**src/rtl/aldp_pkg.sv**
```systemverilog
package aldp_pkg;

   // ------------------------------------------------------------
   // register byte offsets
   // ------------------------------------------------------------
   localparam logic [7:0] OFS_ACC      = 8'h00;
   localparam logic [7:0] OFS_FLAGS    = 8'h04;
   localparam logic [7:0] OFS_PAIR0    = 8'h08; // six pair words
   localparam logic [7:0] OFS_INSTR_LO = 8'h20;
   localparam logic [7:0] OFS_INSTR_HI = 8'h24;
   localparam logic [7:0] OFS_MEM_OPND = 8'h28;
   localparam logic [7:0] OFS_CTRL     = 8'h2C;
   localparam logic [7:0] OFS_EFF_ADDR = 8'h30;

   // control and status bit positions
   localparam int CTRL_START   = 0;
   localparam int STAT_DONE    = 0;
   localparam int STAT_ILLEGAL = 1;
   localparam int STAT_MEM     = 2;

   // reset value of every register
   localparam logic [31:0] RST_WORD = 32'h0000_0000;

   // pair file indices
   localparam int         PAIR_CNT     = 6;
   localparam logic [2:0] PR_COUNT     = 3'h0;
   localparam logic [2:0] PR_SECOND    = 3'h1;
   localparam logic [2:0] PR_POINTER   = 3'h2;
   localparam logic [2:0] PR_INDEX_ONE = 3'h3;
   localparam logic [2:0] PR_INDEX_TWO = 3'h4;
   localparam logic [2:0] PR_STACK     = 3'h5;

   // opcode fields
   localparam logic [7:0] PFX_EXT    = 8'hED;
   localparam logic [4:0] PFX_INDEX  = 5'h1D; // low bits of index prefix
   localparam logic [7:0] ADD_A_OP   = 8'h6D;
   localparam logic [1:0] GRP_LOW    = 2'h0;
   localparam logic [1:0] GRP_ED1    = 2'h1;
   localparam logic [1:0] GRP_ALU8   = 2'h2;
   localparam logic [1:0] GRP_HI     = 2'h3;
   localparam logic [3:0] ADC_LOW    = 4'hA;
   localparam logic [3:0] ADD16_LOW  = 4'h9;
   localparam logic [2:0] IMM_LOW    = 3'h6;
   localparam logic [2:0] OPF_ADD    = 3'h0;
   localparam logic [2:0] OPF_AND    = 3'h4;
   localparam logic [2:0] R8_MEM     = 3'h6;
   localparam logic [2:0] R8_ACC     = 3'h7;
   localparam logic [2:0] RX_HIGH    = 3'h4;
   localparam logic [2:0] RX_LOW     = 3'h5;
   localparam logic [2:0] F8_DIRECT  = 3'h7;
   localparam logic [2:0] F8_REL     = 3'h0;
   localparam logic [2:0] W_INDEXED  = 3'h4;
   localparam logic [2:0] W_IMM_REL  = 3'h6;
   localparam logic [1:0] BASE_ONE   = 2'h1;
   localparam logic [1:0] BASE_TWO   = 2'h2;

   typedef struct packed {
      logic s;
      logic z;
      logic y;
      logic h;
      logic x;
      logic pv;
      logic n;
      logic c;
   } aldp_flags_t;

   typedef struct packed {
      logic        cyc;
      logic        stb;
      logic        we;
      logic [7:0]  adr;
      logic [3:0]  sel;
      logic [31:0] dat;
   } aldp_wb_req_t;

   typedef enum logic [2:0] {
      OP_NONE, OP_ADD8, OP_AND8, OP_ADD16, OP_ADC16, OP_ADDA16, OP_WORD_SUM_OP
   } aldp_op_t;

endpackage

```
**src/rtl/aldp_datapath.sv**
```systemverilog
// The register addresses and the Wishbone interface to the registers were chosen for this implementation.
`timescale 1ns/1ps

module aldp_datapath
   import aldp_pkg::*;
(
   input  logic         ref_clk,
   input  logic         reset,
   input  aldp_wb_req_t wb_req,
   output logic         wb_ack_o,
   output logic [31:0]  wb_dat_o
);

   // ------------------------------------------------------------
   // state
   // ------------------------------------------------------------
   logic [7:0]  acc;
   aldp_flags_t flags;
   logic [15:0] pairs [PAIR_CNT];
   logic [31:0] instr_lo;
   logic [7:0]  b4;
   logic [15:0] mem_opnd;
   logic        exec_go;
   logic        done;
   logic        illegal;
   logic        mem_flag;
   logic [15:0] eff_addr;

   // ------------------------------------------------------------
   // bus decode
   // ------------------------------------------------------------
   logic        req;
   logic        wr;
   logic [7:0]  wadr;
   logic        pair_hit;
   logic [2:0]  pair_bus;
   logic [31:0] rdata;
   logic [31:0] wnew;

   // byte lanes take new data only where sel is high
   function automatic logic [31:0] lane_merge(input logic [31:0] old,
                                              input logic [31:0] nw,
                                              input logic [3:0]  sel);
      for (int i = 0; i < 4; i++) begin
         lane_merge[8*i +: 8] = sel[i] ? nw[8*i +: 8] : old[8*i +: 8];
      end
   endfunction

   // request seen once per cycle, ack gap keeps it single
   assign req      = wb_req.cyc & wb_req.stb & ~wb_ack_o;
   // writes land at the edge that samples ack, while the master still holds
   assign wr       = wb_req.cyc & wb_req.stb & wb_req.we & wb_ack_o;
   assign wadr     = {wb_req.adr[7:2], 2'b00};
   assign pair_hit = (wadr >= OFS_PAIR0) && (wadr < OFS_INSTR_LO);
   assign pair_bus = 3'((wadr - OFS_PAIR0) >> 2);
   assign wnew     = lane_merge(rdata, wb_req.dat, wb_req.sel);

   // read mux, unmapped words read zero
   always_comb begin
      rdata = RST_WORD;
      if (pair_hit) begin
         rdata[15:0] = pairs[pair_bus];
      end else begin
         case (wadr)
            OFS_ACC:      rdata[7:0]  = acc;
            OFS_FLAGS:    rdata[7:0]  = flags;
            OFS_INSTR_LO: rdata       = instr_lo;
            OFS_INSTR_HI: rdata[7:0]  = b4;
            OFS_MEM_OPND: rdata[15:0] = mem_opnd;
            OFS_CTRL: begin
               rdata[STAT_DONE]    = done;
               rdata[STAT_ILLEGAL] = illegal;
               rdata[STAT_MEM]     = mem_flag;
            end
            OFS_EFF_ADDR: rdata[15:0] = eff_addr;
            default:      rdata       = RST_WORD;
         endcase
      end
   end

   // ------------------------------------------------------------
   // opcode decode
   // ------------------------------------------------------------
   logic [7:0]  b0, b1, b2, b3, eb;
   logic        pfx_x, pfx_e, ext, phi;
   logic [2:0]  xsel, dst, ext_dst, f8;
   logic [15:0] dd8, dd16, sx8;
   aldp_op_t    op;
   logic [7:0]  src8;
   logic [15:0] src16;
   logic        use_mem;
   logic [15:0] ea;

   assign b0 = instr_lo[7:0];
   assign b1 = instr_lo[15:8];
   assign b2 = instr_lo[23:16];
   assign b3 = instr_lo[31:24];
   assign pfx_x = (b0[7:6] == GRP_HI) && (b0[4:0] == PFX_INDEX);
   assign pfx_e = (b0 == PFX_EXT);
   assign phi   = b0[5];
   assign xsel  = phi ? PR_INDEX_TWO : PR_INDEX_ONE;
   assign ext   = pfx_e || (pfx_x && b1 == PFX_EXT);
   assign eb    = pfx_x ? b2 : b1;
   assign ext_dst = pfx_x ? xsel : PR_POINTER;
   assign dd8   = {b3, b2};
   assign dd16  = pfx_x ? {b4, b3} : {b3, b2};
   assign sx8   = {{8{b2[7]}}, b2};
   assign f8    = b1[2:0];

   // operation field to byte operation
   function automatic aldp_op_t alu8_op(input logic [2:0] f);
      case (f)
         OPF_ADD: alu8_op = OP_ADD8;
         OPF_AND: alu8_op = OP_AND8;
         default: alu8_op = OP_NONE;
      endcase
   endfunction

   // word source field: count, second, self, stack
   function automatic logic [2:0] pidx(input logic [1:0] f,
                                       input logic [2:0] self);
      case (f)
         2'h0:    pidx = PR_COUNT;
         2'h1:    pidx = PR_SECOND;
         2'h2:    pidx = self;
         default: pidx = PR_STACK;
      endcase
   endfunction

   // picks operation, destination, operand and effective address
   always_comb begin
      op      = OP_NONE;
      dst     = PR_POINTER;
      src8    = mem_opnd[7:0];
      src16   = mem_opnd;
      use_mem = 1'b0;
      ea      = RST_WORD[15:0];
      if (ext) begin
         if (eb[7:6] == GRP_ED1 && eb[3:0] == ADC_LOW) begin
            op    = OP_ADC16;
            dst   = ext_dst;
            src16 = pairs[pidx(eb[5:4], ext_dst)];
         end else if (eb == ADD_A_OP) begin
            op    = OP_ADDA16;
            dst   = ext_dst;
            src16 = {{8{acc[7]}}, acc};
         end else if (eb[7:6] == GRP_HI && eb[2:0] == IMM_LOW
                      && !eb[3]) begin
            op = OP_WORD_SUM_OP;
            if (!pfx_x) begin
               src16 = pairs[pidx(eb[5:4], PR_POINTER)];
            end else begin
               case (eb[5:3])
                  W_INDEXED: src16 = pairs[xsel];
                  W_IMM_REL: begin
                     src16   = phi ? dd16 : mem_opnd;
                     use_mem = !phi;
                     ea      = dd16;
                  end
                  3'h0, 3'h2: begin
                     use_mem = 1'b1;
                     if (phi) begin
                        ea = pairs[eb[4] ? PR_INDEX_TWO : PR_INDEX_ONE]
                             + dd16;
                     end else begin
                        ea = eb[4] ? dd16 : pairs[PR_POINTER];
                     end
                  end
                  default: op = OP_NONE;
               endcase
            end
         end
      end else if (!pfx_x) begin
         if (b0[7:6] == GRP_ALU8) begin
            op      = alu8_op(b0[5:3]);
            use_mem = (b0[2:0] == R8_MEM);
            ea      = pairs[PR_POINTER];
            if (b0[2:0] == R8_ACC) begin
               src8 = acc;
            end else if (!use_mem) begin
               src8 = b0[0] ? pairs[{1'b0, b0[2:1]}][7:0]
                            : pairs[{1'b0, b0[2:1]}][15:8];
            end
         end else if (b0[7:6] == GRP_HI && b0[2:0] == IMM_LOW) begin
            op   = alu8_op(b0[5:3]);
            src8 = b1;
         end else if (b0[7:6] == GRP_LOW && b0[3:0] == ADD16_LOW) begin
            op    = OP_ADD16;
            src16 = pairs[pidx(b0[5:4], PR_POINTER)];
         end
      end else if (b1[7:6] == GRP_LOW && b1[3:0] == ADD16_LOW) begin
         op    = OP_ADD16;
         dst   = xsel;
         src16 = pairs[pidx(b1[5:4], xsel)];
      end else if (b1[7:6] == GRP_ALU8) begin
         op      = alu8_op(b1[5:3]);
         use_mem = 1'b1;
         case (f8)
            RX_HIGH: begin
               src8    = pairs[xsel][15:8];
               use_mem = 1'b0;
            end
            RX_LOW: begin
               src8    = pairs[xsel][7:0];
               use_mem = 1'b0;
            end
            F8_DIRECT: begin
               ea = dd8;
               if (phi) begin
                  op = OP_NONE;
               end
            end
            R8_MEM:  ea = pairs[xsel] + sx8;
            F8_REL:  ea = phi ? dd8 : pairs[PR_STACK] + dd8;
            default: begin
               if (phi) begin
                  ea = (f8[1:0] == BASE_ONE) ? pairs[PR_INDEX_ONE] + dd8
                     : (f8[1:0] == BASE_TWO) ? pairs[PR_INDEX_TWO] + dd8
                     : pairs[PR_POINTER] + dd8;
               end else begin
                  ea = (f8[1:0] == BASE_ONE)
                       ? pairs[PR_POINTER] + pairs[PR_INDEX_ONE]
                     : (f8[1:0] == BASE_TWO)
                       ? pairs[PR_POINTER] + pairs[PR_INDEX_TWO]
                     : pairs[PR_INDEX_ONE] + pairs[PR_INDEX_TWO];
               end
            end
         endcase
      end
   end

   // ------------------------------------------------------------
   // arithmetic
   // ------------------------------------------------------------
   logic [15:0] a16;
   logic        cin;
   logic [16:0] sum17;
   logic [12:0] low13;
   logic        v16;
   logic [8:0]  sum9;
   logic [4:0]  low5;
   logic        v8;
   logic [7:0]  and8;

   assign a16   = pairs[dst];
   assign cin   = (op == OP_ADC16) & flags.c;
   assign sum17 = {1'b0, a16} + {1'b0, src16} + {16'h0000, cin};
   assign low13 = {1'b0, a16[11:0]} + {1'b0, src16[11:0]}
                  + {12'h000, cin};
   assign v16   = (a16[15] == src16[15]) && (sum17[15] != a16[15]);
   assign sum9  = {1'b0, acc} + {1'b0, src8};
   assign low5  = {1'b0, acc[3:0]} + {1'b0, src8[3:0]};
   assign v8    = (acc[7] == src8[7]) && (sum9[7] != acc[7]);
   assign and8  = acc & src8;

   // ------------------------------------------------------------
   // accumulator and flags
   // ------------------------------------------------------------
   always_ff @(posedge ref_clk) begin
      if (reset) begin
         acc   <= RST_WORD[7:0];
         flags <= RST_WORD[7:0];
      end else if (exec_go) begin
         case (op)
            OP_ADD8: begin
               acc      <= sum9[7:0];
               flags.s  <= sum9[7];
               flags.z  <= (sum9[7:0] == 8'h00);
               flags.h  <= low5[4];
               flags.pv <= v8;
               flags.n  <= 1'b0;
               flags.c  <= sum9[8];
            end
            OP_AND8: begin
               acc      <= and8;
               flags.s  <= and8[7];
               flags.z  <= (and8 == 8'h00);
               flags.pv <= ~^and8;
               flags.n  <= 1'b0;
               flags.c  <= 1'b0;
            end
            OP_ADD16: begin
               flags.h <= low13[12];
               flags.n <= 1'b0;
               flags.c <= sum17[16];
            end
            OP_ADC16, OP_ADDA16, OP_WORD_SUM_OP: begin
               flags.s  <= sum17[15];
               flags.z  <= (sum17[15:0] == 16'h0000);
               flags.h  <= low13[12];
               flags.pv <= v16;
               flags.n  <= 1'b0;
               flags.c  <= sum17[16];
            end
            default: acc <= acc;
         endcase
      end else if (wr && wadr == OFS_ACC) begin
         acc <= wnew[7:0];
      end else if (wr && wadr == OFS_FLAGS) begin
         flags <= wnew[7:0];
      end
   end

   // ------------------------------------------------------------
   // pair file, one entry per generate step
   // ------------------------------------------------------------
   generate
      for (genvar g = 0; g < PAIR_CNT; g++) begin : pair_entry
         always_ff @(posedge ref_clk) begin
            if (reset) begin
               pairs[g] <= RST_WORD[15:0];
            end else if (exec_go && dst == 3'(g) && (op == OP_ADD16
                         || op == OP_ADC16 || op == OP_ADDA16
                         || op == OP_WORD_SUM_OP)) begin
               pairs[g] <= sum17[15:0];
            end else if (wr && pair_hit && pair_bus == 3'(g)) begin
               pairs[g] <= wnew[15:0];
            end
         end
      end
   endgenerate

   // ------------------------------------------------------------
   // instruction, operand and status registers
   // ------------------------------------------------------------
   always_ff @(posedge ref_clk) begin
      if (reset) begin
         instr_lo <= RST_WORD;
         b4       <= RST_WORD[7:0];
         mem_opnd <= RST_WORD[15:0];
      end else if (wr) begin
         if (wadr == OFS_INSTR_LO) instr_lo <= wnew;
         if (wadr == OFS_INSTR_HI) b4 <= wnew[7:0];
         if (wadr == OFS_MEM_OPND) mem_opnd <= wnew[15:0];
      end
   end

   // start pulse one cycle after the control write
   always_ff @(posedge ref_clk) begin
      if (reset) begin
         exec_go <= 1'b0;
      end else begin
         exec_go <= wr && wadr == OFS_CTRL && wnew[CTRL_START];
      end
   end

   // status capture, execution wins over clear
   always_ff @(posedge ref_clk) begin
      if (reset) begin
         done     <= 1'b0;
         illegal  <= 1'b0;
         mem_flag <= 1'b0;
         eff_addr <= RST_WORD[15:0];
      end else if (exec_go) begin
         done     <= 1'b1;
         illegal  <= (op == OP_NONE);
         mem_flag <= use_mem;
         eff_addr <= ea;
      end else if (wr && wadr == OFS_CTRL) begin
         done <= 1'b0;
      end
   end

   // bus answer, one cycle after the request
   always_ff @(posedge ref_clk) begin
      if (reset) begin
         wb_ack_o <= 1'b0;
         wb_dat_o <= RST_WORD;
      end else begin
         wb_ack_o <= req;
         if (req) wb_dat_o <= rdata;
      end
   end

   // ------------------------------------------------------------
   // checks
   // ------------------------------------------------------------
   adc_sum_a:
   assert property (@(posedge ref_clk) disable iff (reset)
      exec_go && b0 == PFX_EXT && b1 == 8'h4A |=>
      pairs[PR_POINTER] == $past(pairs[PR_POINTER])
         + $past(pairs[PR_COUNT]) + $past(flags.c)
      && $stable(pairs[PR_COUNT]))
   else $error("word add with carry wrong");

   adc_flags_a:
   assert property (@(posedge ref_clk) disable iff (reset)
      exec_go && b0 == PFX_EXT && b1 == 8'h4A |=> !flags.n
      && flags.s == pairs[PR_POINTER][15]
      && flags.z == (pairs[PR_POINTER] == 16'h0000))
   else $error("word add with carry flags wrong");

   half_word_a:
   assert property (@(posedge ref_clk) disable iff (reset)
      exec_go && b0 == 8'h09 |=> flags.h ==
      |(({1'b0, $past(pairs[PR_POINTER][11:0])}
        + {1'b0, $past(pairs[PR_COUNT][11:0])}) >> 12))
   else $error("word half carry wrong");

   add_word_keep_a:
   assert property (@(posedge ref_clk) disable iff (reset)
      exec_go && b0 == 8'h09 |=> $stable(flags.s) && $stable(flags.z)
      && $stable(flags.pv) && !flags.n)
   else $error("plain word add touched kept flags");

   add_acc_sext_a:
   assert property (@(posedge ref_clk) disable iff (reset)
      exec_go && b0 == PFX_EXT && b1 == ADD_A_OP |=>
      pairs[PR_POINTER] == $past(pairs[PR_POINTER])
         + {{8{$past(acc[7])}}, $past(acc)} && $stable(acc))
   else $error("accumulator add not sign extended");

   add_byte_a:
   assert property (@(posedge ref_clk) disable iff (reset)
      exec_go && b0 == 8'h80 |=>
      acc == $past(acc) + $past(pairs[PR_COUNT][15:8]) && !flags.n)
   else $error("byte add result wrong");

   half_byte_a:
   assert property (@(posedge ref_clk) disable iff (reset)
      exec_go && b0 == 8'h80 |=> flags.h ==
      |(({1'b0, $past(acc[3:0])}
        + {1'b0, $past(pairs[PR_COUNT][11:8])}) >> 4))
   else $error("byte half carry wrong");

   and_byte_a:
   assert property (@(posedge ref_clk) disable iff (reset)
      exec_go && b0 == 8'hA0 |=>
      acc == ($past(acc) & $past(pairs[PR_COUNT][15:8]))
      && !flags.c && flags.pv == ~^acc)
   else $error("and result or flags wrong");

   index_byte_a:
   assert property (@(posedge ref_clk) disable iff (reset)
      exec_go && b0 == 8'hFD && b1 == 8'h84 |=>
      acc == $past(acc) + $past(pairs[PR_INDEX_TWO][15:8]))
   else $error("index high byte not used");

   direct_addr_a:
   assert property (@(posedge ref_clk) disable iff (reset)
      exec_go && b0 == 8'hDD && b1 == 8'h87 |=>
      eff_addr == {$past(b3), $past(b2)} && mem_flag)
   else $error("direct address wrong");

   word_imm_a:
   assert property (@(posedge ref_clk) disable iff (reset)
      exec_go && b0 == 8'hFD && b1 == PFX_EXT && b2 == 8'hF6 |=>
      pairs[PR_POINTER] == $past(pairs[PR_POINTER])
         + {$past(b4), $past(b3)})
   else $error("word immediate wrong");

   bus_ack_a:
   assert property (@(posedge ref_clk) disable iff (reset)
      req |=> wb_ack_o ##1 !wb_ack_o)
   else $error("ack not a single cycle");

endmodule

```
**config.mk**
```make
export PLATFORM = sky130hd
export DESIGN_NAME = aldp_datapath
export DESIGN_NICKNAME = d
export VERILOG_FILES = /design/src/rtl/aldp_pkg.sv /design/src/rtl/aldp_datapath.sv
export SDC_FILE = /design/constraint.sdc
export NUM_CORES = 1
export LEC_CHECK = 0
export ABC_AREA = 1
export BUFFER_PORTS_ARGS = -buffer_cell sky130_fd_sc_hd__clkbuf_2
export CAP_MARGIN = 20
export CORE_MARGIN = 10
export CORE_UTILIZATION = 34
export CTS_BUF_LIST = sky130_fd_sc_hd__clkbuf_4
export DETAILED_ROUTE_END_ITERATION = 10
export PLACE_DENSITY = 0.61
export SLEW_MARGIN = 20
export SYNTH_ARGS = -nofsm -noshare
export SYNTH_HDL_FRONTEND = slang
export SYNTH_SLANG_ARGS = --single-unit
```
**constraint.sdc**
```tcl
create_clock -name ref_clk -period 4 [get_ports ref_clk]
set_input_delay 0 -clock ref_clk [delete_from_list [all_inputs] [get_ports ref_clk]]
set_output_delay 0 -clock ref_clk [all_outputs]
set_load 0.05 [all_outputs]
```
==> metrics.yaml <==
finalSetupTns_ns: -7.21
wl_per_cell_um: 32.2
antenna_found_initial: 14
dr.first_iter.drc_count: 5049
dieHeight_um: 284
ff_latch_area_sq_mm: 0.00544
met1_usage_pct: 54.5
vias: 34986
outcome: "finished with violations"
setup_ws_ns: -0.562
grt_pass1_vias: 31901
place_area_sq_mm: 0.0312
grt_pass1_wl_mm: 251
track_usage_pct: 43.7
coreArea_sq_mm: 0.0688
rows: 96
ys.flop_type: "dfxtp_1"
r2r.worst_path.cells: 33
synthSimpleGateAreaFrac_pct: 24.6
via_per_inst: 6.07
drive_gt1_share_pct: 29.7
period_share_pct: 114
cts_root_buf: "clkbuf_4"
numCtsBuffers: 73
syn_to_final_growth_pct: 49.9
path_max_fanout: 7
slowest_stage: "dfxtp_2"
busiest_layer: "met2"
synth_compound_area_share_pct: 32.6
yosysTopAreaCellShare_pct: 12.2
dp_hpwl_mm: 147
whs_ns: 0.0863
io_buffer_count: 79
clock_sinks: 223
cp_common_cell: "nand2_2"
cts_tree: "built"
cap_violations: 0
met2_usage_pct: 61.7
clock.fmax_mhz: 219
setup_viol: 34
yosys.area_share.xor_xnor_pct: 2.00
clockBufferDepth: 3
violations: "setup timing"
r2r-end: "flags[6]"
overflow: 0
yosysSeqAreaShare_pct: 22.9
leakage_nw: 16.2
holdPathStages: 9
grt_setup_unrepaired: "true"
power_density_mw_per_mm2: 184
min_from: "wb_req[42]"
cp-end-kind: "flip-flop"
clk-insertion-delay-late_ns: 0.93
pin_count: 82
stdcell_area_sq_mm: 0.0355
fin_skew_ns: 0.102
drc: 0
async_flop_share_pct: 0
dieArea_sq_mm: 0.0806
crit_type: "flip-flop to flip-flop"
max_slew.worst_pin.slew_ns: 1.19
layout_min_cycle_time_ns: 4.56
hold_path_class: "primary input to flip-flop"
synth_fa_ha_area_share_pct: 6.95
htree_levels: 3
place.gp.congestion: 1.12
die_x_um: 284
drt-total-wl_mm: 185
critPathLaunchType: "flip-flop"
num-nets-final: 4937
critPathArrivalTime_ns: 5.33
antenna_left: 0
grt_max_degree: 79
synth-seq-cells: 223
synthCells: 3794
synth_top_family_by_area: "compound AO/OA/AOI/OAI gates"
initial_core_util_pct: 34.4
hold-path-endpoint: "wb_dat_o[10]"
avgSynthCellArea_sq_um: 6.24
yosysTopAreaCell: "edfxtp_1"
required_ns: 4.77
finalHoldViolations: 0
relSlewSlack_pct: 20.4
firstDrtPassIters: 6
netlist-cell-type-count: 53
slew_viol_final: 0
syn_nets: 3969
rrSetupSlack_ns: -0.56
cpPeakStageDelay_ns: 0.34
muxShareOfSynthArea_pct: 0.169
n_fill_cell: 7026
ys_warn_count: 0
multiInputGateArea_sq_mm: 0.0171
use_met3_pct: 15.8
synthTopCellsByArea: "edfxtp_1 (12%), o21ai_0 (12%), nand2_1 (11%)"
synth-edff-count: 96
netlist_area_sq_mm: 0.0237
clk_pin_slew_ns: 0.08
ir_drop_mv: 0.297
timing.rr.start: "instr_lo[7]"
p_total_mw: 6.51
[cells in the mapped netlist (67+ instances only)]
| master | count |
|---|---|
| inv_1 | 437 |
| clkbuf_1 | 151 |
| nand3_1 | 223 |
| o22ai_1 | 117 |
| nand2_1 | 685 |
| o211ai_1 | 67 |
| nor2_1 | 375 |
| ha_1 | 117 |
| dfxtp_1 | 127 |
| edfxtp_1 | 96 |
| o21ai_0 | 555 |
| a21oi_1 | 370 |
[worst max-delay path, delay by kind of cell (launching register included)]
family	cells	cell delay, ns
AND/OR/NAND/NOR	20	2.03
buffers and inverters	7	1.02
AO/OA/AOI/OAI	4	0.57
flip-flops	1	0.34
adder cells (fa/ha/maj)	1	0.23
XOR/XNOR	1	0.20
[report_power, final]
part	internal [mW]	switching, mW	total [mW]
logic	0.450	0.921	1.37
registers	2.42	0.0545	2.48
clock network	1.32	1.35	2.66
total	4.19	2.32	6.51
[cell type report]
| class | count | area share, % |
|---|---|---|
| timing repair buffer | 1091 | 25.4 |
| sequential | 223 | 15.3 |
| tap | 931 | 3.28 |
| antenna | 9 | 0.0635 |
| multi-input combinational | 2910 | 48.2 |
| inverter | 463 | 4.99 |
| clock buffer | 101 | 2.14 |
| clock inverter | 32 | 0.585 |
[logic make-up (layout without fill, tap and decap cells)]
logic type,count (synthesis),count (layout)
AOI/OAI and AO/OA,1338,1338
xor gates and xnor gates,54,54
adders and majority gates,126,126
buffers and inverters,662,1687
DFF,223,223
muxes,4,4
other,0,9
and+or+nand+nor,1387,1388
[sequential cells by signal (all words and copies together) (netlist names), 8 cells and up, named ones only]
| register | cells |
|---|---|
| flags | 8 |
| eff_addr | 16 |
| wb_dat_o | 32 |
| instr_lo | 32 |
| acc | 8 |
| pairs | 96 |
| mem_opnd | 16 |
| b4 | 8 |
[cell usage in the layout, fill, tap and decap left out, types with 26 or more instances in the layout]
cell type	count
buf_4	834
nand2_1	643
o21ai_0	487
inv_1	425
nor2_1	337
a21oi_1	335
nand3_1	201
dfxtp_1	117
o22ai_1	106
clkbuf_4	101
ha_1	96
edfxtp_1	96
dlygate4sd3_1	92
clkbuf_2	79
o211ai_1	67
o21ai_1	63
buf_6	39
nand2_2	38
buf_12	38
a221oi_1	30
nor3_1	29
o2111ai_1	26
o221ai_1	26
[routing by layer]
metal	part of all wire, %	vias up
met2	40	2635
met5	0.053	-
met3	14	633
met1	38	16520
li1	-	15184
met4	8.6	14
[timing repair]
item,CTS,global route
buffers inserted,52,22
pin swaps,70,47
gates resized for setup,307,123
hold buffers,92,0
hold endpoints to repair,206,0
cloned,5,3
endpoints found under the setup margin,54,57
[metrics by stage]
stage                     setup slack (ns)  instances  util [%]
after CTS                           -0.367       5728      50.4
after floorplan                    0.00584       3794         -
after detailed placement             -1.01       5451      45.3
after global placement              -0.907       5451      45.3
final                               -0.562       5760      51.5
after global routing                -0.718       5755      51.5
[worst max path at each step]
| stage | slack (ns) | depth (start not counted) | to | startpoint |
|---|---|---|---|---|
| 2_1_floorplan | 0.006 | 32 | flags[6] | instr_lo[1] |
| 3_3_place_gp | -0.91 | 30 | flags[7] | instr_lo[1] |
| 3_5_place_dp | -1.01 | 31 | flags[7] | instr_lo[1] |
| 4_1_cts | -0.37 | 32 | flags[6] | instr_lo[1] |
| 5_1_grt | -0.72 | 33 | flags[6] | instr_lo[6] |
| 6_report | -0.56 | 33 | flags[6] | instr_lo[7] |
Note: power is estimated with default switching activity, not from simulation.
